==> src/srmc_params.svh <==
// Timing and threshold constants for the operating-mode controller.
// Assumes a 40 MHz system clock; included by the package and modules.
`ifndef SRMC_PARAMS_SVH
`define SRMC_PARAMS_SVH
// ==========================================================
// Clock and qualification window
`define SRMC_CLK_HZ         40000000
`define SRMC_QUAL_WIN_US    7500
`define SRMC_QUAL_CYC       ((`SRMC_CLK_HZ / 1000) * `SRMC_QUAL_WIN_US / 1000)
// Frequency limits in Hz and as edge counts per window
`define SRMC_LOW_FREQ_HZ    9000
`define SRMC_HIGH_FREQ_HZ   15600
`define SRMC_LOW_CNT  ((`SRMC_LOW_FREQ_HZ * `SRMC_QUAL_WIN_US) / 1000000)
`define SRMC_HIGH_CNT ((`SRMC_HIGH_FREQ_HZ * `SRMC_QUAL_WIN_US) / 1000000)
// Off-time blanking in ns and in cycles (rounded up)
`define SRMC_OFF_BLANK_NS   650
`define SRMC_PERIOD_NS      25
`define SRMC_OFF_BLANK_CYC  ((`SRMC_OFF_BLANK_NS + `SRMC_PERIOD_NS - 1) / `SRMC_PERIOD_NS)
`endif

==> src/srmc_pkg.sv <==
// Types shared by the operating-mode controller files.
// Assumes srmc_params.svh is on the include path.
`include "srmc_params.svh"
package srmc_pkg;
    // ==========================================================
    // Operating modes
    typedef enum logic [1:0] {
        SRMC_LOCKOUT,
        SRMC_STANDBY,
        SRMC_RUN
    } srmc_mode_t;
endpackage : srmc_pkg

==> src/srmc_mode_ctrl.sv <==
// Operating-mode controller for a dual-channel rectifier gate driver.
// Assumes rail and drain comparator levels synchronous to clk.
//
// How it works
// - Only channel one frequency decides standby
// - Low count for one window enters standby
// - Standby stops both gates, low current
// - Standby still counts body-diode cycles
// - High count in one window exits standby
// - First switching cycle gets no gate
// - Standby keeps monitor and active pull-down
// - Lockout from reset or below off threshold
// - Leave lockout only above on threshold
// - Lockout pull-down active above 2 V, else weak
// - Run mode otherwise; gates drive rectifiers
// - Arm only after off blanking expires
`timescale 1ns/1ps
`default_nettype none
`include "srmc_params.svh"
module srmc_mode_ctrl
    import srmc_pkg::*;
#(
    parameter int QUAL_CYC = `SRMC_QUAL_CYC,    // Window length, cycles
    parameter int LOW_CNT  = `SRMC_LOW_CNT,     // Edges below: too slow
    parameter int HIGH_CNT = `SRMC_HIGH_CNT     // Edges above: fast
) (
    input  wire logic clk,
    input  wire logic reset_n,
    input  wire logic rail_above_on,     // Rail above rail_on_threshold
    input  wire logic rail_above_off,    // Rail above rail_off_threshold
    input  wire logic rail_above_2v,     // Rail above 2 V
    input  wire logic drain_sense_one,   // Drain one above arm_threshold
    input  wire logic drain_sense_two,   // Drain two above arm_threshold
    input  wire logic conduct_one,       // Channel one conducting
    input  wire logic conduct_two,       // Channel two conducting
    output logic      gate_out_one,      // Gate one drive high
    output logic      gate_out_two,      // Gate two drive high
    output logic      active_pulldown,   // Strong pull-down to ground
    output logic      weak_pulldown,     // Weak pull-down to ground
    output logic      standby_current,   // Reduced supply state
    output logic      lockout_current,   // Lockout supply state
    output logic [1:0] mode_out          // Current operating mode
);
    // ==========================================================
    // State
    typedef struct packed {
        srmc_mode_t  mode;
        logic [18:0] win_cnt;
        logic [15:0] edge_cnt;
        logic        drain_prev;
    } srmc_st_t;
    srmc_st_t st_reg;
    srmc_st_t st_next;

    localparam logic [18:0] WIN_LAST  = 19'(QUAL_CYC - 1);
    localparam logic [15:0] LOW_LIM   = 16'(LOW_CNT);
    localparam logic [15:0] HIGH_LIM  = 16'(HIGH_CNT);

    logic run_en;       // Channel logic enable
    logic ch_one_on;    // Channel one gate request
    logic ch_two_on;    // Channel two gate request
    logic edge_one;     // Channel one switching event
    logic win_end;      // Window expiry

    // ==========================================================
    // Channel one rising edges, the sole frequency source
    assign edge_one = drain_sense_one && !st_reg.drain_prev;
    assign win_end  = (st_reg.win_cnt == WIN_LAST);

    // Mode and frequency monitor next state
    always_comb begin
        st_next = st_reg;
        st_next.drain_prev = drain_sense_one;
        // Window timing and edge counting
        if (win_end) begin
            // An edge on the last cycle opens the next window's count
            st_next.win_cnt = 19'h0;
            st_next.edge_cnt = {15'h0, edge_one};
        end else begin
            st_next.win_cnt = st_reg.win_cnt + 19'h1;
            if (edge_one && st_reg.edge_cnt != 16'hffff) begin
                st_next.edge_cnt = st_reg.edge_cnt + 16'h1;
            end
        end
        case (st_reg.mode)
            SRMC_LOCKOUT: begin
                // Leave only above the on threshold
                if (rail_above_on) begin
                    st_next.mode = SRMC_RUN;
                    st_next.win_cnt = 19'h0;
                    st_next.edge_cnt = 16'h0;
                end
            end
            SRMC_RUN: begin
                if (!rail_above_off) begin
                    st_next.mode = SRMC_LOCKOUT;
                end else if (win_end && st_reg.edge_cnt < LOW_LIM) begin
                    st_next.mode = SRMC_STANDBY;
                end
            end
            SRMC_STANDBY: begin
                if (!rail_above_off) begin
                    st_next.mode = SRMC_LOCKOUT;
                end else if (win_end && st_reg.edge_cnt > HIGH_LIM) begin
                    st_next.mode = SRMC_RUN;
                end
            end
            default: begin
                st_next.mode = SRMC_LOCKOUT;
            end
        endcase
        if (st_reg.mode == SRMC_LOCKOUT && !rail_above_on) begin
            st_next.win_cnt = 19'h0;
            st_next.edge_cnt = 16'h0;
        end
    end

    // State register
    always_ff @(posedge clk) begin
        if (!reset_n) begin
            st_reg <= '0;
        end else begin
            st_reg <= st_next;
        end
    end

    // ==========================================================
    // Gate channels, enabled in run mode only
    assign run_en = (st_reg.mode == SRMC_RUN);

    srmc_arm_channel u_ch_one (
        .clk        (clk),
        .reset_n    (reset_n),
        .enable     (run_en),
        .drain_high (drain_sense_one),
        .conduct    (conduct_one),
        .other_on   (ch_two_on),
        .gate_on    (ch_one_on)
    );

    srmc_arm_channel u_ch_two (
        .clk        (clk),
        .reset_n    (reset_n),
        .enable     (run_en),
        .drain_high (drain_sense_two),
        .conduct    (conduct_two),
        .other_on   (ch_one_on),
        .gate_on    (ch_two_on)
    );

    // Outputs
    assign gate_out_one = ch_one_on && run_en;
    assign gate_out_two = ch_two_on && run_en;
    // Pull-downs: active in standby and lockout above 2 V
    assign active_pulldown = !run_en &&
                             (st_reg.mode == SRMC_STANDBY || rail_above_2v);
    assign weak_pulldown   = (st_reg.mode == SRMC_LOCKOUT) && !rail_above_2v;
    assign standby_current = (st_reg.mode == SRMC_STANDBY);
    assign lockout_current = (st_reg.mode == SRMC_LOCKOUT);
    assign mode_out        = st_reg.mode;

    // ==========================================================
    // Assertions
    property p_gates_off_idle;
        @(posedge clk) disable iff (!reset_n)
        !run_en |-> !gate_out_one && !gate_out_two;
    endproperty
    a_gates_off_idle: assert property (p_gates_off_idle)
        else $error("gate driven outside run");

    property p_enter_standby;
        @(posedge clk) disable iff (!reset_n)
        (run_en && rail_above_off && win_end && st_reg.edge_cnt < LOW_LIM)
        |=> st_reg.mode == SRMC_STANDBY;
    endproperty
    a_enter_standby: assert property (p_enter_standby)
        else $error("missed standby entry");

    property p_exit_standby;
        @(posedge clk) disable iff (!reset_n)
        (st_reg.mode == SRMC_STANDBY && rail_above_off && win_end
         && st_reg.edge_cnt > HIGH_LIM) |=> run_en;
    endproperty
    a_exit_standby: assert property (p_exit_standby)
        else $error("missed standby exit");

    property p_lockout_hold;
        @(posedge clk) disable iff (!reset_n)
        (st_reg.mode == SRMC_LOCKOUT && !rail_above_on)
        |=> st_reg.mode == SRMC_LOCKOUT;
    endproperty
    a_lockout_hold: assert property (p_lockout_hold)
        else $error("left lockout early");

    property p_rail_drop;
        @(posedge clk) disable iff (!reset_n)
        !rail_above_off |=> st_reg.mode == SRMC_LOCKOUT;
    endproperty
    a_rail_drop: assert property (p_rail_drop)
        else $error("no lockout on rail drop");

    property p_pulldown;
        @(posedge clk) disable iff (!reset_n)
        lockout_current |-> (active_pulldown == rail_above_2v)
                            && (weak_pulldown == !rail_above_2v);
    endproperty
    a_pulldown: assert property (p_pulldown)
        else $error("wrong lockout pull-down");

    property p_counters_cleared;
        @(posedge clk) disable iff (!reset_n)
        (lockout_current && rail_above_on) |=>
            run_en && st_reg.win_cnt == 19'h0 && st_reg.edge_cnt == 16'h0;
    endproperty
    a_counters_cleared: assert property (p_counters_cleared)
        else $error("counters not cleared");

    property p_standby_pd;
        @(posedge clk) disable iff (!reset_n)
        standby_current |-> active_pulldown && !weak_pulldown;
    endproperty
    a_standby_pd: assert property (p_standby_pd)
        else $error("standby pull-down missing");

    property p_interlock;
        @(posedge clk) disable iff (!reset_n)
        !(gate_out_one && gate_out_two);
    endproperty
    a_interlock: assert property (p_interlock)
        else $error("both gates on");
endmodule : srmc_mode_ctrl
`default_nettype wire

==> src/srmc_arm_channel.sv <==
// One rectifier channel: arming after off-time blanking and gate drive.
// Assumes drain-sense comparator levels synchronous to clk.
`timescale 1ns/1ps
`default_nettype none
`include "srmc_params.svh"
module srmc_arm_channel
    import srmc_pkg::*;
#(
    parameter int BLANK_CYC = `SRMC_OFF_BLANK_CYC
) (
    input  wire logic clk,
    input  wire logic reset_n,
    input  wire logic enable,         // Run mode
    input  wire logic drain_high,     // Drain 1.5 V above source
    input  wire logic conduct,        // Drain below turn-on level
    input  wire logic other_on,       // Interlock from other channel
    output logic      gate_on         // Gate drive request
);
    // ==========================================================
    // State
    typedef struct packed {
        logic [7:0] blank_cnt;
        logic       armed;
        logic       gate;
        logic       seen_first;
    } srmc_ch_t;
    srmc_ch_t st_reg;
    srmc_ch_t st_next;
    localparam logic [7:0] BLANK_LOAD = 8'(BLANK_CYC);

    // Next-state logic
    always_comb begin
        st_next = st_reg;
        if (!enable) begin
            // Gates held off and arming dropped outside run mode
            st_next.gate = 1'b0;
            st_next.armed = 1'b0;
            st_next.seen_first = 1'b0;
            st_next.blank_cnt = 8'h00;
        end else begin
            if (st_reg.gate && !conduct) begin
                st_next.gate = 1'b0;
            end
            // Blanking counts from drain rising 1.5 V
            if (!st_reg.gate && drain_high && !st_reg.armed) begin
                if (st_reg.blank_cnt == BLANK_LOAD) begin
                    st_next.armed = 1'b1;
                    st_next.blank_cnt = 8'h00;
                end else begin
                    st_next.blank_cnt = st_reg.blank_cnt + 8'h01;
                end
            end else if (!drain_high) begin
                st_next.blank_cnt = 8'h00;
            end
            // First conduction cycle is ignored
            if (conduct && !st_reg.gate && !st_reg.seen_first) begin
                st_next.seen_first = 1'b1;
                st_next.armed = 1'b0;
            end else if (conduct && st_reg.armed && !other_on
                         && !st_reg.gate) begin
                st_next.gate = 1'b1;
                st_next.armed = 1'b0;
            end
        end
    end

    // State register
    always_ff @(posedge clk) begin
        if (!reset_n) begin
            st_reg <= '0;
        end else begin
            st_reg <= st_next;
        end
    end

    assign gate_on = st_reg.gate;

    // Gate turns on only from an armed state
    property p_arm_before_on;
        @(posedge clk) disable iff (!reset_n)
        $rose(st_reg.gate) |-> $past(st_reg.armed);
    endproperty
    a_arm_before_on: assert property (p_arm_before_on)
        else $error("gate rose without arming");
endmodule : srmc_arm_channel
`default_nettype wire

==> config.mk <==
export PLATFORM = sky130hd
export DESIGN_NAME = srmc_mode_ctrl
export DESIGN_NICKNAME = d
export VERILOG_FILES = /design/src/srmc_pkg.sv /design/src/srmc_mode_ctrl.sv /design/src/srmc_arm_channel.sv
export VERILOG_INCLUDE_DIRS = /design/src /design/src/src
export SDC_FILE = /design/constraint.sdc
export NUM_CORES = 1
export LEC_CHECK = 0
export BUFFER_PORTS_ARGS = -buffer_cell sky130_fd_sc_hd__buf_4
export CELL_PAD_IN_SITES_DETAIL_PLACEMENT = 0
export CELL_PAD_IN_SITES_GLOBAL_PLACEMENT = 2
export CORE_MARGIN = 4
export CORE_UTILIZATION = 32
export CTS_CLUSTER_DIAMETER = 50
export DETAILED_ROUTE_END_ITERATION = 10
export PLACE_DENSITY = 0.79
export SLEW_MARGIN = 30
export SYNTH_ARGS = -nofsm -noshare
export SYNTH_HDL_FRONTEND = slang
export SYNTH_HIERARCHICAL = 1
export SYNTH_SLANG_ARGS = --single-unit
==> constraint.sdc <==
create_clock -name clk -period 2 [get_ports clk]
set_input_delay 0.2 -clock clk [delete_from_list [all_inputs] [get_ports clk]]
set_output_delay 0.2 -clock clk [all_outputs]
set_load 0.02 [all_outputs]
# [After elaboration in Yosys (flattened, before gate mapping)]
# Cells that the tools add are included.
[totals] reg_bits=60 in_bits=9 word_cells=98
[op_classes] add_sub_neg=4 n_lt_le_gt_ge=2 n_eq_ne=11 n_mux=21 n_bitwise=2 reduce_logical=46
[ops] cell="$mux W35" count=2
[ops] cell="$mux W8" count=6
[ops] cell="$mux W37" count=1
[ops] cell="$logic_and A1 B1 Y1" count=25
[ops] cell="$add A19 B1 Y19 const B" count=1
[ops] cell="$eq A19 B19 Y1 const B" count=1
[ops] cell="$add A16 B1 Y16 const B" count=1
[ops] cell="$add A8 B1 Y8 const B" count=2
[ops] cell="$eq A8 B5 Y1 const B" count=2
[ops] cell="$gt A16 B7 Y1 const B" count=1
[ops] cell="$lt A16 B7 Y1 const B" count=1
[ops] cell="$mux W16" count=1
[ops] cell="$ne A16 B16 Y1 const B" count=1
[ops] cell="$logic_not A1 Y1" count=12
[ops] cell="$mux W2" count=4
[ops] cell="$reduce_or A4 Y1" count=2
[ops] cell="$mux W1" count=6
[ops] cell="$ne A3 B2 Y1 const B" count=2
[ops] cell="$pmux W2 S3" count=1
[ops] cell="$reduce_and A2 Y1" count=3
[ops] cell="$ne A2 B1 Y1 const B" count=2
[ops] cell="$reduce_and A3 Y1" count=1
[ops] cell="$eq A2 B1 Y1 const B" count=1
[ops] cell="$eq A2 B2 Y1 const B" count=1
[ops] cell="5 further kinds" count=6

# [Depth between registers and ports, before layout]
# Gate-level depths: netlist of run 1.
[logic_depth] word_depth=7 depth_mapped=7 mapped_depth_nobuf=7

# [Cells and area by module]
# The synthesis of run 1 kept the hierarchy.
[by_module_without_submodules] mod="srmc_mode_ctrl" instances=1 cells_each=233 area_per_inst_um2=1940.6 seq_area_each_um2=760.7
[by_module_without_submodules] mod="srmc_arm_channel" instances=2 cells_each=69 area_per_inst_um2=564.3 seq_area_each_um2=220.2

# [Worst setup path before layout of run 1]
# No wires, ideal clock.
[synth_path] path_kind="register to register" startpoint="register st_reg, in the netlist mode_out[1]" endpoint="register u_ch_one/st_reg[10] (netlist name)" setup_time_ns=0.074 arrival_ns=1.735 required_time_ns=1.926 slack_ns=0.191 path_stages_with_launch=8 n_path_buf=1 synth_period_minus_slack_ns=1.809 cell_sequence="dfxtp_1 > clkbuf_1 > inv_1 > nor2_1 > nand2_1 > a211oi_4 > a41oi_1 > a31oi_1"
[synth_via] elab_chain_cells=2
[synth_lines] item="start, declared" line_no="srmc_mode_ctrl.sv:52" rtl="srmc_st_t st_reg;"
[synth_lines] item="start signal, assigned" line_no="srmc_mode_ctrl.sv:123" rtl="st_reg <= st_next;"
[synth_lines] item="$eq A2 B2 Y1" line_no="srmc_mode_ctrl.sv:129" rtl="assign run_en = (st_reg.mode == SRMC_RUN);"
[synth_lines] item="via run_en" line_no="srmc_mode_ctrl.sv:59" rtl="logic run_en;"
[synth_lines] item="$reduce_and A2 Y1 (no source line)"
[synth_lines] item="end signal, assigned" line_no="srmc_arm_channel.sv:72" rtl="st_reg <= st_next;"
[synth_lines] item="end, declared" line_no="srmc_arm_channel.sv:27" rtl="srmc_ch_t st_reg;"
# The timed path passes the listed nets, and every way through them passes these cells.
# A chain may end at the register's enable or synchronous reset.

==> results of run 1 <==
[timing repair]
item	CTS	global route
resized for setup	0	2
setup buffers	0	0
hold buffers	0	0
endpoints found under the setup margin	0	3
[power groups by stage]
stage | clock, W | combinational, W | sequential (W)
6_report | 0.00120 | 0.000158 | 0.00121
5_1_grt | 0.00131 | 0.000175 | 0.00122
4_1_cts | 0.00126 | 0.000160 | 0.00121
3_5_place_dp | 0 | 0.000159 | 0.00124
3_3_place_gp | 0 | 0.000158 | 0.00124
2_1_floorplan | 0 | 0.0000958 | 0.00124
[synthesized netlist by cell type, types with 4 or more instances]
library cell,n,area share (%)
sky130_fd_sc_hd__nor2_2,4,0.82
sky130_fd_sc_hd__nor2_1,52,6.4
sky130_fd_sc_hd__nand2b_1,4,0.82
sky130_fd_sc_hd__nor3_1,10,1.6
sky130_fd_sc_hd__nor4_1,8,1.6
sky130_fd_sc_hd__a31oi_1,8,1.6
sky130_fd_sc_hd__nor2b_1,5,1.0
sky130_fd_sc_hd__ha_1,8,3.3
sky130_fd_sc_hd__and2_1,5,1.0
sky130_fd_sc_hd__and3_1,5,1.0
sky130_fd_sc_hd__buf_4,5,1.2
sky130_fd_sc_hd__or3_1,4,0.82
sky130_fd_sc_hd__nand4_1,7,1.4
sky130_fd_sc_hd__o21a_1,5,1.2
sky130_fd_sc_hd__dfxtp_1,60,39
sky130_fd_sc_hd__o21ai_1,6,0.98
sky130_fd_sc_hd__xnor2_1,24,6.8
sky130_fd_sc_hd__nand3_1,21,3.4
sky130_fd_sc_hd__a21oi_1,21,3.4
sky130_fd_sc_hd__inv_1,21,2.6
sky130_fd_sc_hd__nand2_1,26,3.2
sky130_fd_sc_hd__xor2_1,6,1.7
sky130_fd_sc_hd__o21ai_0,10,1.6
[cells by family (layout without fill, tap and decap cells)]
kind of cell,count (synthesis),count (layout),synth area share (%)
and+or+nand+nor,171,171,29.2
AOI/OAI and AO/OA,69,69,14.7
DFF,60,60,39.1
buffers and inverters,31,67,4.48
xor gates and xnor gates,30,30,8.56
adders and majority gates,9,9,3.59
muxes,1,1,0.326
[stage by stage]
step / total power (W) / cell area, um^2 / std cells
final: 0.00258 / 3630 / 536
after global routing: 0.00270 / 3630 / 536
after CTS: 0.00263 / 3620 / 536
after detailed placement: 0.00140 / 3400 / 521
after global placement: 0.00140 / 3400 / 521
after floorplan: 0.00134 / 3070 / 371
[critical path: stages (launching register included)]
cell and delay, ps:
sky130_fd_sc_hd__dfxtp_1 340, sky130_fd_sc_hd__ha_1 230, sky130_fd_sc_hd__or4_2 640, sky130_fd_sc_hd__o21ai_0 290, sky130_fd_sc_hd__and4_1 240, sky130_fd_sc_hd__o22ai_1 60
[per-layer routing]
metal,vias up,track usage (%),wire length (um)
li1,1373,-,-
met1,1197,15.8,3180
met2,17,21.1,3150
met3,10,3.89,146
met4,0,4.81,109
met5,-,0,0
[area by class of cell]
type                    count  area, um^2
fillers                   989        5650
multi-input cells         280        1740
flip-flops and latches     60        1200
repair buffers             31         233
well taps                 129         161
clock buffers              11         141
inverters                  21        78.8
clock inverters             4        73.8
[how the worst max path moves through the flow]
| stage | start | endpoint | slack, ps | cells after the start |
|---|---|---|---|---|
| global route | st_reg[12] | mode_out[1] | 5 | 5 |
| detailed placement | st_reg[2] | mode_out[1] | 70 | 5 |
| CTS | st_reg[2] | mode_out[1] | 70 | 5 |
| global placement | st_reg[2] | mode_out[1] | 100 | 5 |
| floorplan | mode_out[1] | u_ch_one/st_reg[10] | 190 | 7 |
| finish | st_reg[2] | mode_out[1] | 90 | 5 |
==> impl_results.rst, run 1 <==
.. list-table::
   :header-rows: 1

   * - Metric
     - Value
   * - Setup repair after global routing missed its margin
     - false
   * - Status
     - complete, no violations
   * - Remaining global-route overflow
     - 0
   * - Number of top-level design ports
     - 17
   * - Worst Reg2Reg Path Length in Cells
     - 5
   * - Capturing element type of the critical path
     - register
   * - Leading cell type in the layout, fill and taps excluded
     - sky130_fd_sc_hd__dfxtp_1
   * - Antenna violations before repair
     - 0
   * - Final routed wire length divided by cell count
     - between 10 and 15 um
   * - Initial DRC Count
     - between 60 and 70
   * - CTS Root Cell
     - sky130_fd_sc_hd__clkbuf_8
   * - Warning count from the yosys run
     - 6
   * - Post-Route Setup TNS
     - 0 ps
   * - Maximum buffer depth of the clock tree
     - 2
   * - Number of levels in the clock H-tree
     - 3
   * - Total setup violations reported at the end of the flow
     - 0
   * - Clock input transition at the sequential cells of the worst setup and hold paths
     - ~70 ps
   * - Worst path setup slack after routing
     - 85.5 ps
   * - Static power due to leakage
     - around 1.2 nW
   * - Sort of element at the start of the critical path
     - register
   * - Total of flip-flops plus latches after synthesis
     - 60
   * - Relative max-transition margin
     - 66.2%
   * - Worst clock skew on the final layout
     - about 12 ps
   * - WHS Path Cells
     - 2
   * - Gpl congestion
     - 0.741
   * - Commonest cells after routing, fill and taps aside
     - sky130_fd_sc_hd__dfxtp_1 (60), sky130_fd_sc_hd__nor2_1 (52), sky130_fd_sc_hd__buf_4 (31), sky130_fd_sc_hd__nand2_1 (26), sky130_fd_sc_hd__xnor2_1 (24)
   * - Worst-path maximum fanout
     - 4
   * - Number of clock buffers inserted by TritonCTS
     - 9
   * - Worst endpoint data arrival time
     - about 2100 ps
   * - Fin nets
     - 420
   * - Sequential share of the synthesized area
     - 39.1%
   * - Terminus of the critical flop-to-flop path
     - mode_out[1]
   * - Area of the die
     - around 0.011 mm^2
   * - Required time at the endpoint of the critical path
     - ~2200 ps
   * - Utilization after layout
     - around two fifths
   * - Drt drc
     - 0
   * - WHS Endpoint
     - u_ch_two/st_reg[2]
   * - Number of global-route vias before repair
     - about 2500
   * - Effective utilization at floorplan
     - 33.1%
   * - Maximum operating frequency
     - between 500 and 600 MHz
   * - Tcrit/Tclk final
     - a little over nine tenths
   * - Max Cap Violations
     - 0
   * - Number of flops mapped to enable cells by yosys
     - 0
   * - Sinks on Clock Net
     - 60
   * - Top flip-flop cell by instance count after synthesis
     - sky130_fd_sc_hd__dfxtp_1
   * - Proportion of layout cells with a drive suffix above 1
     - 15.5%
   * - Net switching fraction of the power
     - roughly 22%
   * - Max-slew violation count
     - 0
   * - Cell-internal power
     - about 0.002 W
   * - Tmin final
     - about 1900 ps
   * - Width of the die
     - around 110 um
   * - Post-synthesis cell type count
     - between 50 and 60
   * - Hold WS
     - between 80 and 90 ps
   * - Dpl ws
     - 71.9 ps
   * - Clock network latency to the later pin of the worst-skew pair
     - approximately 330 ps
   * - Largest register FFs
     - 36
   * - Vias post-DR
     - around 2600
   * - Proportion of power drawn by combinational gates
     - under 10%
   * - Portion of total power attributed to sequential cells
     - 47.1%
   * - Largest net degree at the start of global routing
     - 12
   * - Count of buffers inserted at the top-level ports
     - 16
   * - Core outline area
     - 0.00928 mm^2
   * - Ant diodes
     - 0
   * - Signed area change from the synthesized netlist to the final layout
     - 18.3%
   * - Height of the die
     - 106 um
   * - Kind of path behind the tightest hold check
     - in2reg
   * - Total power density per cell area
     - a little over 700 mW/mm^2
   * - Launch point of the worst reg-to-reg path
     - st_reg[2]
   * - Synthesized instance count
     - 371
   * - Vias per cell
     - roughly 4.8
   * - Switching power of the nets
     - about 0.00058 W
   * - Wire length of the first global-routing pass
     - roughly 12000 um
   * - Count of final hold-check violations
     - 0
   * - Startpoint of the most critical hold path
     - conduct_two
   * - Nets in the synthesized netlist
     - slightly below 400
   * - Number of cell rows
     - 35
   * - Length of the first detailed-routing pass in iterations
     - 4
   * - Wire length after detailed routing
     - 6590 um
   * - Proportion of power drawn by the clock network
     - between 40% and 50%
   * - ANT nets after route
     - 0
   * - Worst ir drop on vdd
     - ~0.28 mV
   * - GRT Util Overall
     - 12.8%
   * - HPWL Detailed
     - between 4000 and 5000 um
   * - Register-to-register setup slack
     - 90 ps
   * - Clock tree from TritonCTS
     - done
   * - Total standard cell area after synthesis
     - 0.00307 mm^2
   * - Post-Syn Area per Cell
     - between 8 and 9 um^2
   * - Critical Setup Path Class
     - reg2reg
   * - Post-synthesis async set-or-reset flop share
     - 0%
   * - Measured slew at the worst slew-check pin
     - 502 ps
No activity file was read; power rests on OpenSTA's default activity.
==> inputs of run 2 (changes only) <==
GPL_TIMING_DRIVEN = 0   (was default)
==> impl_results.rst, run 2 (same netlist as run 1, synthesis figures left out) <==
.. list-table::
   :header-rows: 1

   * - Metric
     - Value
   * - CTS Root Cell
     - sky130_fd_sc_hd__clkbuf_8
   * - Proportion of power drawn by combinational gates
     - 5.2%
   * - Kind of path behind the tightest hold check
     - in2reg
   * - Initial DRC Count
     - approximately 150
   * - Max-slew violation count
     - 0
   * - Total setup violations reported at the end of the flow
     - 0
   * - Required time at the endpoint of the critical path
     - about 2200 ps
   * - Fin nets
     - 416
   * - Length of the first detailed-routing pass in iterations
     - 4
   * - Wire length of the first global-routing pass
     - around 11000 um
   * - Final routed wire length divided by cell count
     - roughly 12 um
   * - Count of buffers inserted at the top-level ports
     - 16
   * - Register-to-register setup slack
     - 110 ps
   * - Post-Route Setup TNS
     - 0 ps
   * - Worst clock skew on the final layout
     - about 11 ps
   * - Sort of element at the start of the critical path
     - register
   * - Commonest cells after routing, fill and taps aside
     - sky130_fd_sc_hd__dfxtp_1 (59), sky130_fd_sc_hd__nor2_1 (51), sky130_fd_sc_hd__nand2_1 (24), sky130_fd_sc_hd__xnor2_1 (24), sky130_fd_sc_hd__buf_4 (23)
   * - Drt drc
     - 0
   * - Combined flip-flop and latch cell area
     - around 0.0012 mm^2
   * - Footprint of the multi-input gates
     - 0.00178 mm^2
   * - Worst endpoint data arrival time
     - roughly 2100 ps
   * - Fillcell total
     - ~990
   * - Largest register FFs
     - 36
   * - Gpl congestion
     - between 0.7 and 0.8
   * - Wire length after detailed routing
     - about 6600 um
   * - Number of clock buffers inserted by TritonCTS
     - 9
   * - Tmin final
     - between 1500 and 2000 ps
   * - Core outline area
     - 0.00928 mm^2
   * - WHS Endpoint
     - u_ch_two/st_reg[2]
   * - Clock network latency to the later pin of the worst-skew pair
     - between 300 and 400 ps
   * - Worst Reg2Reg Path Length in Cells
     - 6
   * - Proportion of layout cells with a drive suffix above 1
     - 15.6%
   * - Antenna violations before repair
     - 0
   * - Status
     - complete, no violations
   * - Measured slew at the worst slew-check pin
     - 757 ps
   * - Leading cell type in the layout, fill and taps excluded
     - sky130_fd_sc_hd__dfxtp_1
   * - Number of buffers added to fix hold violations after cts
     - 0
   * - Tcrit/Tclk final
     - between 90% and 100%
   * - Launch point of the worst reg-to-reg path
     - st_reg[1]
   * - Cell-internal power
     - about 0.0022 W
   * - Count of final hold-check violations
     - 0
   * - Number of top-level design ports
     - 17
   * - Largest net degree at the start of global routing
     - 12
   * - Portion of total power attributed to sequential cells
     - between 40% and 50%
   * - Max Cap Violations
     - 0
   * - HPWL Detailed
     - between 4000 and 5000 um
   * - Clock input transition at the sequential cells of the worst setup and hold paths
     - 70 ps
   * - Proportion of power drawn by the clock network
     - 51.4%
   * - GRT Util Overall
     - 12.4%
   * - Signed area change from the synthesized netlist to the final layout
     - 19.9%
   * - Height of the die
     - ~110 um
   * - Total power density per cell area
     - approximately 770 mW/mm^2
   * - Maximum buffer depth of the clock tree
     - 2
   * - Net switching fraction of the power
     - 20.7%
   * - Ant diodes
     - 0
   * - Maximum operating frequency
     - approximately 530 MHz
   * - Number of levels in the clock H-tree
     - 3
   * - Switching power of the nets
     - around 0.00058 W
   * - Static power due to leakage
     - ~1.2 nW
   * - Vias per cell
     - 4.84
   * - Width of the die
     - between 100 and 150 um
   * - Clock tree from TritonCTS
     - done
   * - Area of the die
     - 0.0112 mm^2
   * - Effective utilization at floorplan
     - about 33%
   * - Vias post-DR
     - roughly 2600
   * - Critical Setup Path Class
     - reg2reg
   * - Remaining global-route overflow
     - 0
   * - Sinks on Clock Net
     - 60
   * - Worst-path maximum fanout
     - 7
   * - Hold WS
     - 83.9 ps
   * - Capturing element type of the critical path
     - register
   * - Number of global-route vias before repair
     - 2445
   * - WHS Path Cells
     - 2
   * - ANT nets after route
     - 0
   * - Startpoint of the most critical hold path
     - conduct_two
   * - Relative max-transition margin
     - between 40% and 50%
   * - Total Power Consumption
     - between 0.002 and 0.003 W
   * - Number of cell rows
     - 35
   * - Worst ir drop on vdd
     - roughly 0.33 mV
   * - Terminus of the critical flop-to-flop path
     - st_reg[9]
run 2: changes by cell type in the layout (fill, tap and decap cells not counted), sizes merged:
cell,delta
clkbuf,+4
bufinv,+1
buf,-6
clkinv,-2
run 2: area by class of cell:
class	instances	area share [%]
flip-flops and latches	60	32.7
plain buffers	9	1.50
clock buffers	13	4.86
repair buffers	18	3.67
clock inverters	3	2.45
multi-input cells	280	48.3
inverters	21	2.14
well taps	129	4.39
run 2: routing by layer:
layer | vias to the layer above | wire length [um] | part of all wire [%] | track usage [%]
li1 | 1364 | - | - | -
met5 | - | 0 | 0 | 0
met3 | 8 | 190 | 2.9 | 2.91
met4 | 0 | 101 | 1.5 | 5.83
met1 | 1180 | 3330 | 50 | 16.4
met2 | 26 | 2980 | 45 | 19.1
run 2: power by group through the flow:
stage | sequential, W | clock (W) | combinational, W
after global placement | 0.00124 | 0 | 0.000149
after CTS | 0.00122 | 0.00149 | 0.000154
after global routing | 0.00122 | 0.00156 | 0.000161
after detailed placement | 0.00124 | 0 | 0.000150
after floorplan | 0.00124 | 0 | 0.0000958
final | 0.00122 | 0.00145 | 0.000146
run 2: metrics by stage:
| stage | cell area [um^2] | cells | setup WS [ps] | util [%] |
|---|---|---|---|---|
| after global placement | 3350 | 516 | -314 | 36.1 |
| after detailed placement | 3350 | 516 | -320 | 36.1 |
| final | 3680 | 533 | 105 | 39.6 |
| after floorplan | 3070 | 371 | 191 | - |
| after CTS | 3650 | 532 | 5.04 | 39.3 |
| after global routing | 3680 | 533 | -22.5 | 39.6 |
run 2: what timing repair did:
item | in CTS | in global routing
buffers inserted | 0 | 2
pin swaps | 0 | 3
gates resized for setup | 6 | 6
endpoints found under the setup margin | 40 | 41
hold endpoints to repair | 0 | 0
run 2: critical path, cell delays in order, from the launching register on:
cell and delay [ps]:
sky130_fd_sc_hd__dfxtp_1 470, sky130_fd_sc_hd__ha_1 280, sky130_fd_sc_hd__nand2_1 130, sky130_fd_sc_hd__or3_1 370, sky130_fd_sc_hd__nor4b_1 340, sky130_fd_sc_hd__xnor2_1 160
sky130_fd_sc_hd__nor2_1 50
run 2: how the worst max path moves through the flow:
stage | start | endpoint | cells after the start
2_1_floorplan | mode_out[1] | u_ch_one/st_reg[10] | 7
3_3_place_gp | mode_out[1] | u_ch_two/st_reg[10] | 7
3_5_place_dp | mode_out[1] | u_ch_one/st_reg[10] | 7
4_1_cts | st_reg[1] | st_reg[1] | 5
5_1_grt | st_reg[17] | st_reg[20] | 8
6_report | st_reg[1] | st_reg[9] | 6
==> inputs of run 3 (changes only) <==
MAX_ROUTING_LAYER = met4   (was default)
==> impl_results.rst, run 3 (same netlist as run 1, synthesis figures left out) <==
.. list-table::
   :header-rows: 1

   * - Metric
     - Value
   * - Status
     - complete, no violations
   * - Tmin final
     - 1890 ps
   * - Static power due to leakage
     - approximately 1.2 nW
   * - Number of global-route vias before repair
     - ~2400
   * - Width of the die
     - 106 um
   * - Utilization after layout
     - slightly below 40%
   * - Total power density per cell area
     - between 700 and 800 mW/mm^2
   * - Sort of element at the start of the critical path
     - register
   * - Required time at the endpoint of the critical path
     - about 2200 ps
   * - Launch point of the worst reg-to-reg path
     - st_reg[1]
   * - Count of buffers inserted at the top-level ports
     - 16
   * - Commonest cells after routing, fill and taps aside
     - sky130_fd_sc_hd__dfxtp_1 (59), sky130_fd_sc_hd__nor2_1 (51), sky130_fd_sc_hd__nand2_1 (24), sky130_fd_sc_hd__xnor2_1 (24), sky130_fd_sc_hd__buf_4 (23)
   * - Area of the die
     - ~0.011 mm^2
   * - Total setup violations reported at the end of the flow
     - 0
   * - Capturing element type of the critical path
     - register
   * - Ant diodes
     - 0
   * - Clock input transition at the sequential cells of the worst setup and hold paths
     - approximately 70 ps
   * - Launch point of the critical path
     - st_reg[1]
   * - Maximum operating frequency
     - roughly 530 MHz
   * - Number of buffers added to fix hold violations after cts
     - 0
   * - Worst-path maximum fanout
     - 7
   * - Number of levels in the clock H-tree
     - 3
   * - Startpoint of the most critical hold path
     - conduct_two
   * - Number of cell rows
     - 35
   * - Number of placed instances, taps included
     - ~520
   * - Final routed wire length divided by cell count
     - ~12 um
   * - Vias per cell
     - slightly below 5
   * - Wire length of the first global-routing pass
     - around 11000 um
   * - CTS Root Cell
     - sky130_fd_sc_hd__clkbuf_8
   * - Max Cap Violations
     - 0
   * - Fin nets
     - ~420
   * - Hold WS
     - roughly 80 ps
   * - Remaining global-route overflow
     - 0
   * - Proportion of power drawn by combinational gates
     - ~5.2%
   * - Proportion of power drawn by the clock network
     - roughly half
   * - Proportion of layout cells with a drive suffix above 1
     - 15.6%
   * - Number of top-level design ports
     - 17
   * - Cell-internal power
     - between 0.002 and 0.0025 W
   * - Core outline area
     - roughly 0.0093 mm^2
   * - Critical Setup Path Class
     - reg2reg
   * - Leading cell type in the layout, fill and taps excluded
     - sky130_fd_sc_hd__dfxtp_1
   * - Maximum buffer depth of the clock tree
     - 2
   * - Largest register FFs
     - 36
   * - Net switching fraction of the power
     - 20.7%
   * - Post-route non-filler standard cell count
     - between 500 and 600
   * - Drt drc
     - 0
   * - Effective utilization at floorplan
     - 33.1%
   * - Relative max-transition margin
     - between 40% and 50%
   * - Portion of total power attributed to sequential cells
     - between 40% and 50%
   * - Worst endpoint data arrival time
     - 2120 ps
   * - Gpl congestion
     - around 0.75
   * - Worst clock skew on the final layout
     - around 11 ps
   * - Tcrit/Tclk final
     - about 95%
   * - Max-slew violation count
     - 0
   * - GRT Util Overall
     - roughly 13%
   * - Antenna violations before repair
     - 0
   * - Measured slew at the worst slew-check pin
     - roughly 760 ps
   * - Largest net degree at the start of global routing
     - 12
   * - ANT nets after route
     - 0
   * - Sinks on Clock Net
     - 60
   * - HPWL Detailed
     - ~4700 um
   * - Number of clock buffers inserted by TritonCTS
     - 9
   * - Signed area change from the synthesized netlist to the final layout
     - 19.9%
   * - Length of the first detailed-routing pass in iterations
     - 4
   * - Worst ir drop on vdd
     - ~0.33 mV
   * - Count of final hold-check violations
     - 0
   * - Height of the die
     - around 110 um
   * - Initial DRC Count
     - between 150 and 200
   * - Kind of path behind the tightest hold check
     - in2reg
   * - Clock network latency to the later pin of the worst-skew pair
     - roughly 340 ps
   * - Wire length after detailed routing
     - between 6000 and 7000 um
   * - Vias post-DR
     - 2577
   * - Clock tree from TritonCTS
     - done
   * - Switching power of the nets
     - ~0.00058 W
-- run 3: final cells by class --
class,instances,area (um^2)
clock buffers,13,179
clock inverters,3,90.1
well taps,129,161
fillers,993,5610
multi-input cells,280,1780
flip-flops and latches,60,1200
repair buffers,18,135
plain buffers,9,55.1
inverters,21,78.8
-- run 3: what timing repair did --
action / CTS / global route
endpoints found under the setup margin: 40 / 42
resized for setup: 6 / 6
pin swaps: 0 / 3
setup buffers: 0 / 2
-- run 3: critical path: stages (launching register included) --
cell	delay, ps
sky130_fd_sc_hd__dfxtp_1	470
sky130_fd_sc_hd__ha_1	280
sky130_fd_sc_hd__nand2_1	130
sky130_fd_sc_hd__or3_1	370
sky130_fd_sc_hd__nor4b_1	330
sky130_fd_sc_hd__xnor2_1	160
sky130_fd_sc_hd__nor2_1	50
-- run 3: per-stage QoR --
stage	total power (W)	worst slack (ps)	TNS [ps]	cell area [um^2]
5_1_grt	0.00295	-22.5	-102	3680
6_report	0.00282	110	0	3680
4_1_cts	0.00286	5.04	0	3650
3_5_place_dp	0.00139	-320	-3220	3350
3_3_place_gp	0.00139	-314	-2940	3350
2_1_floorplan	0.00134	191	0	3070
-- run 3: worst paths after layout --
check,cells past startpoint,slack [ps],end
setup reg to reg,6,110,st_reg[9]
setup / recovery,6,110,st_reg[9]
hold / removal,2,80,u_ch_two/st_reg[2]
hold reg to reg,1,470,st_reg[17]
-- run 3: metal layers --
layer,global-route usage [%],up-vias,wire [um]
met2,19.1,20,2960
li1,-,1364,-
met5,-,-,0
met4,4.72,0,93
met1,16.4,1182,3340
met3,3.83,11,200
-- run 3: power by group through the flow --
stage | registers (W) | logic (W) | clock network (W)
after floorplan | 0.00124 | 0.0000958 | 0
after global placement | 0.00124 | 0.000149 | 0
after detailed placement | 0.00124 | 0.000150 | 0
after CTS | 0.00122 | 0.000154 | 0.00149
after global routing | 0.00122 | 0.000161 | 0.00156
final | 0.00122 | 0.000146 | 0.00145
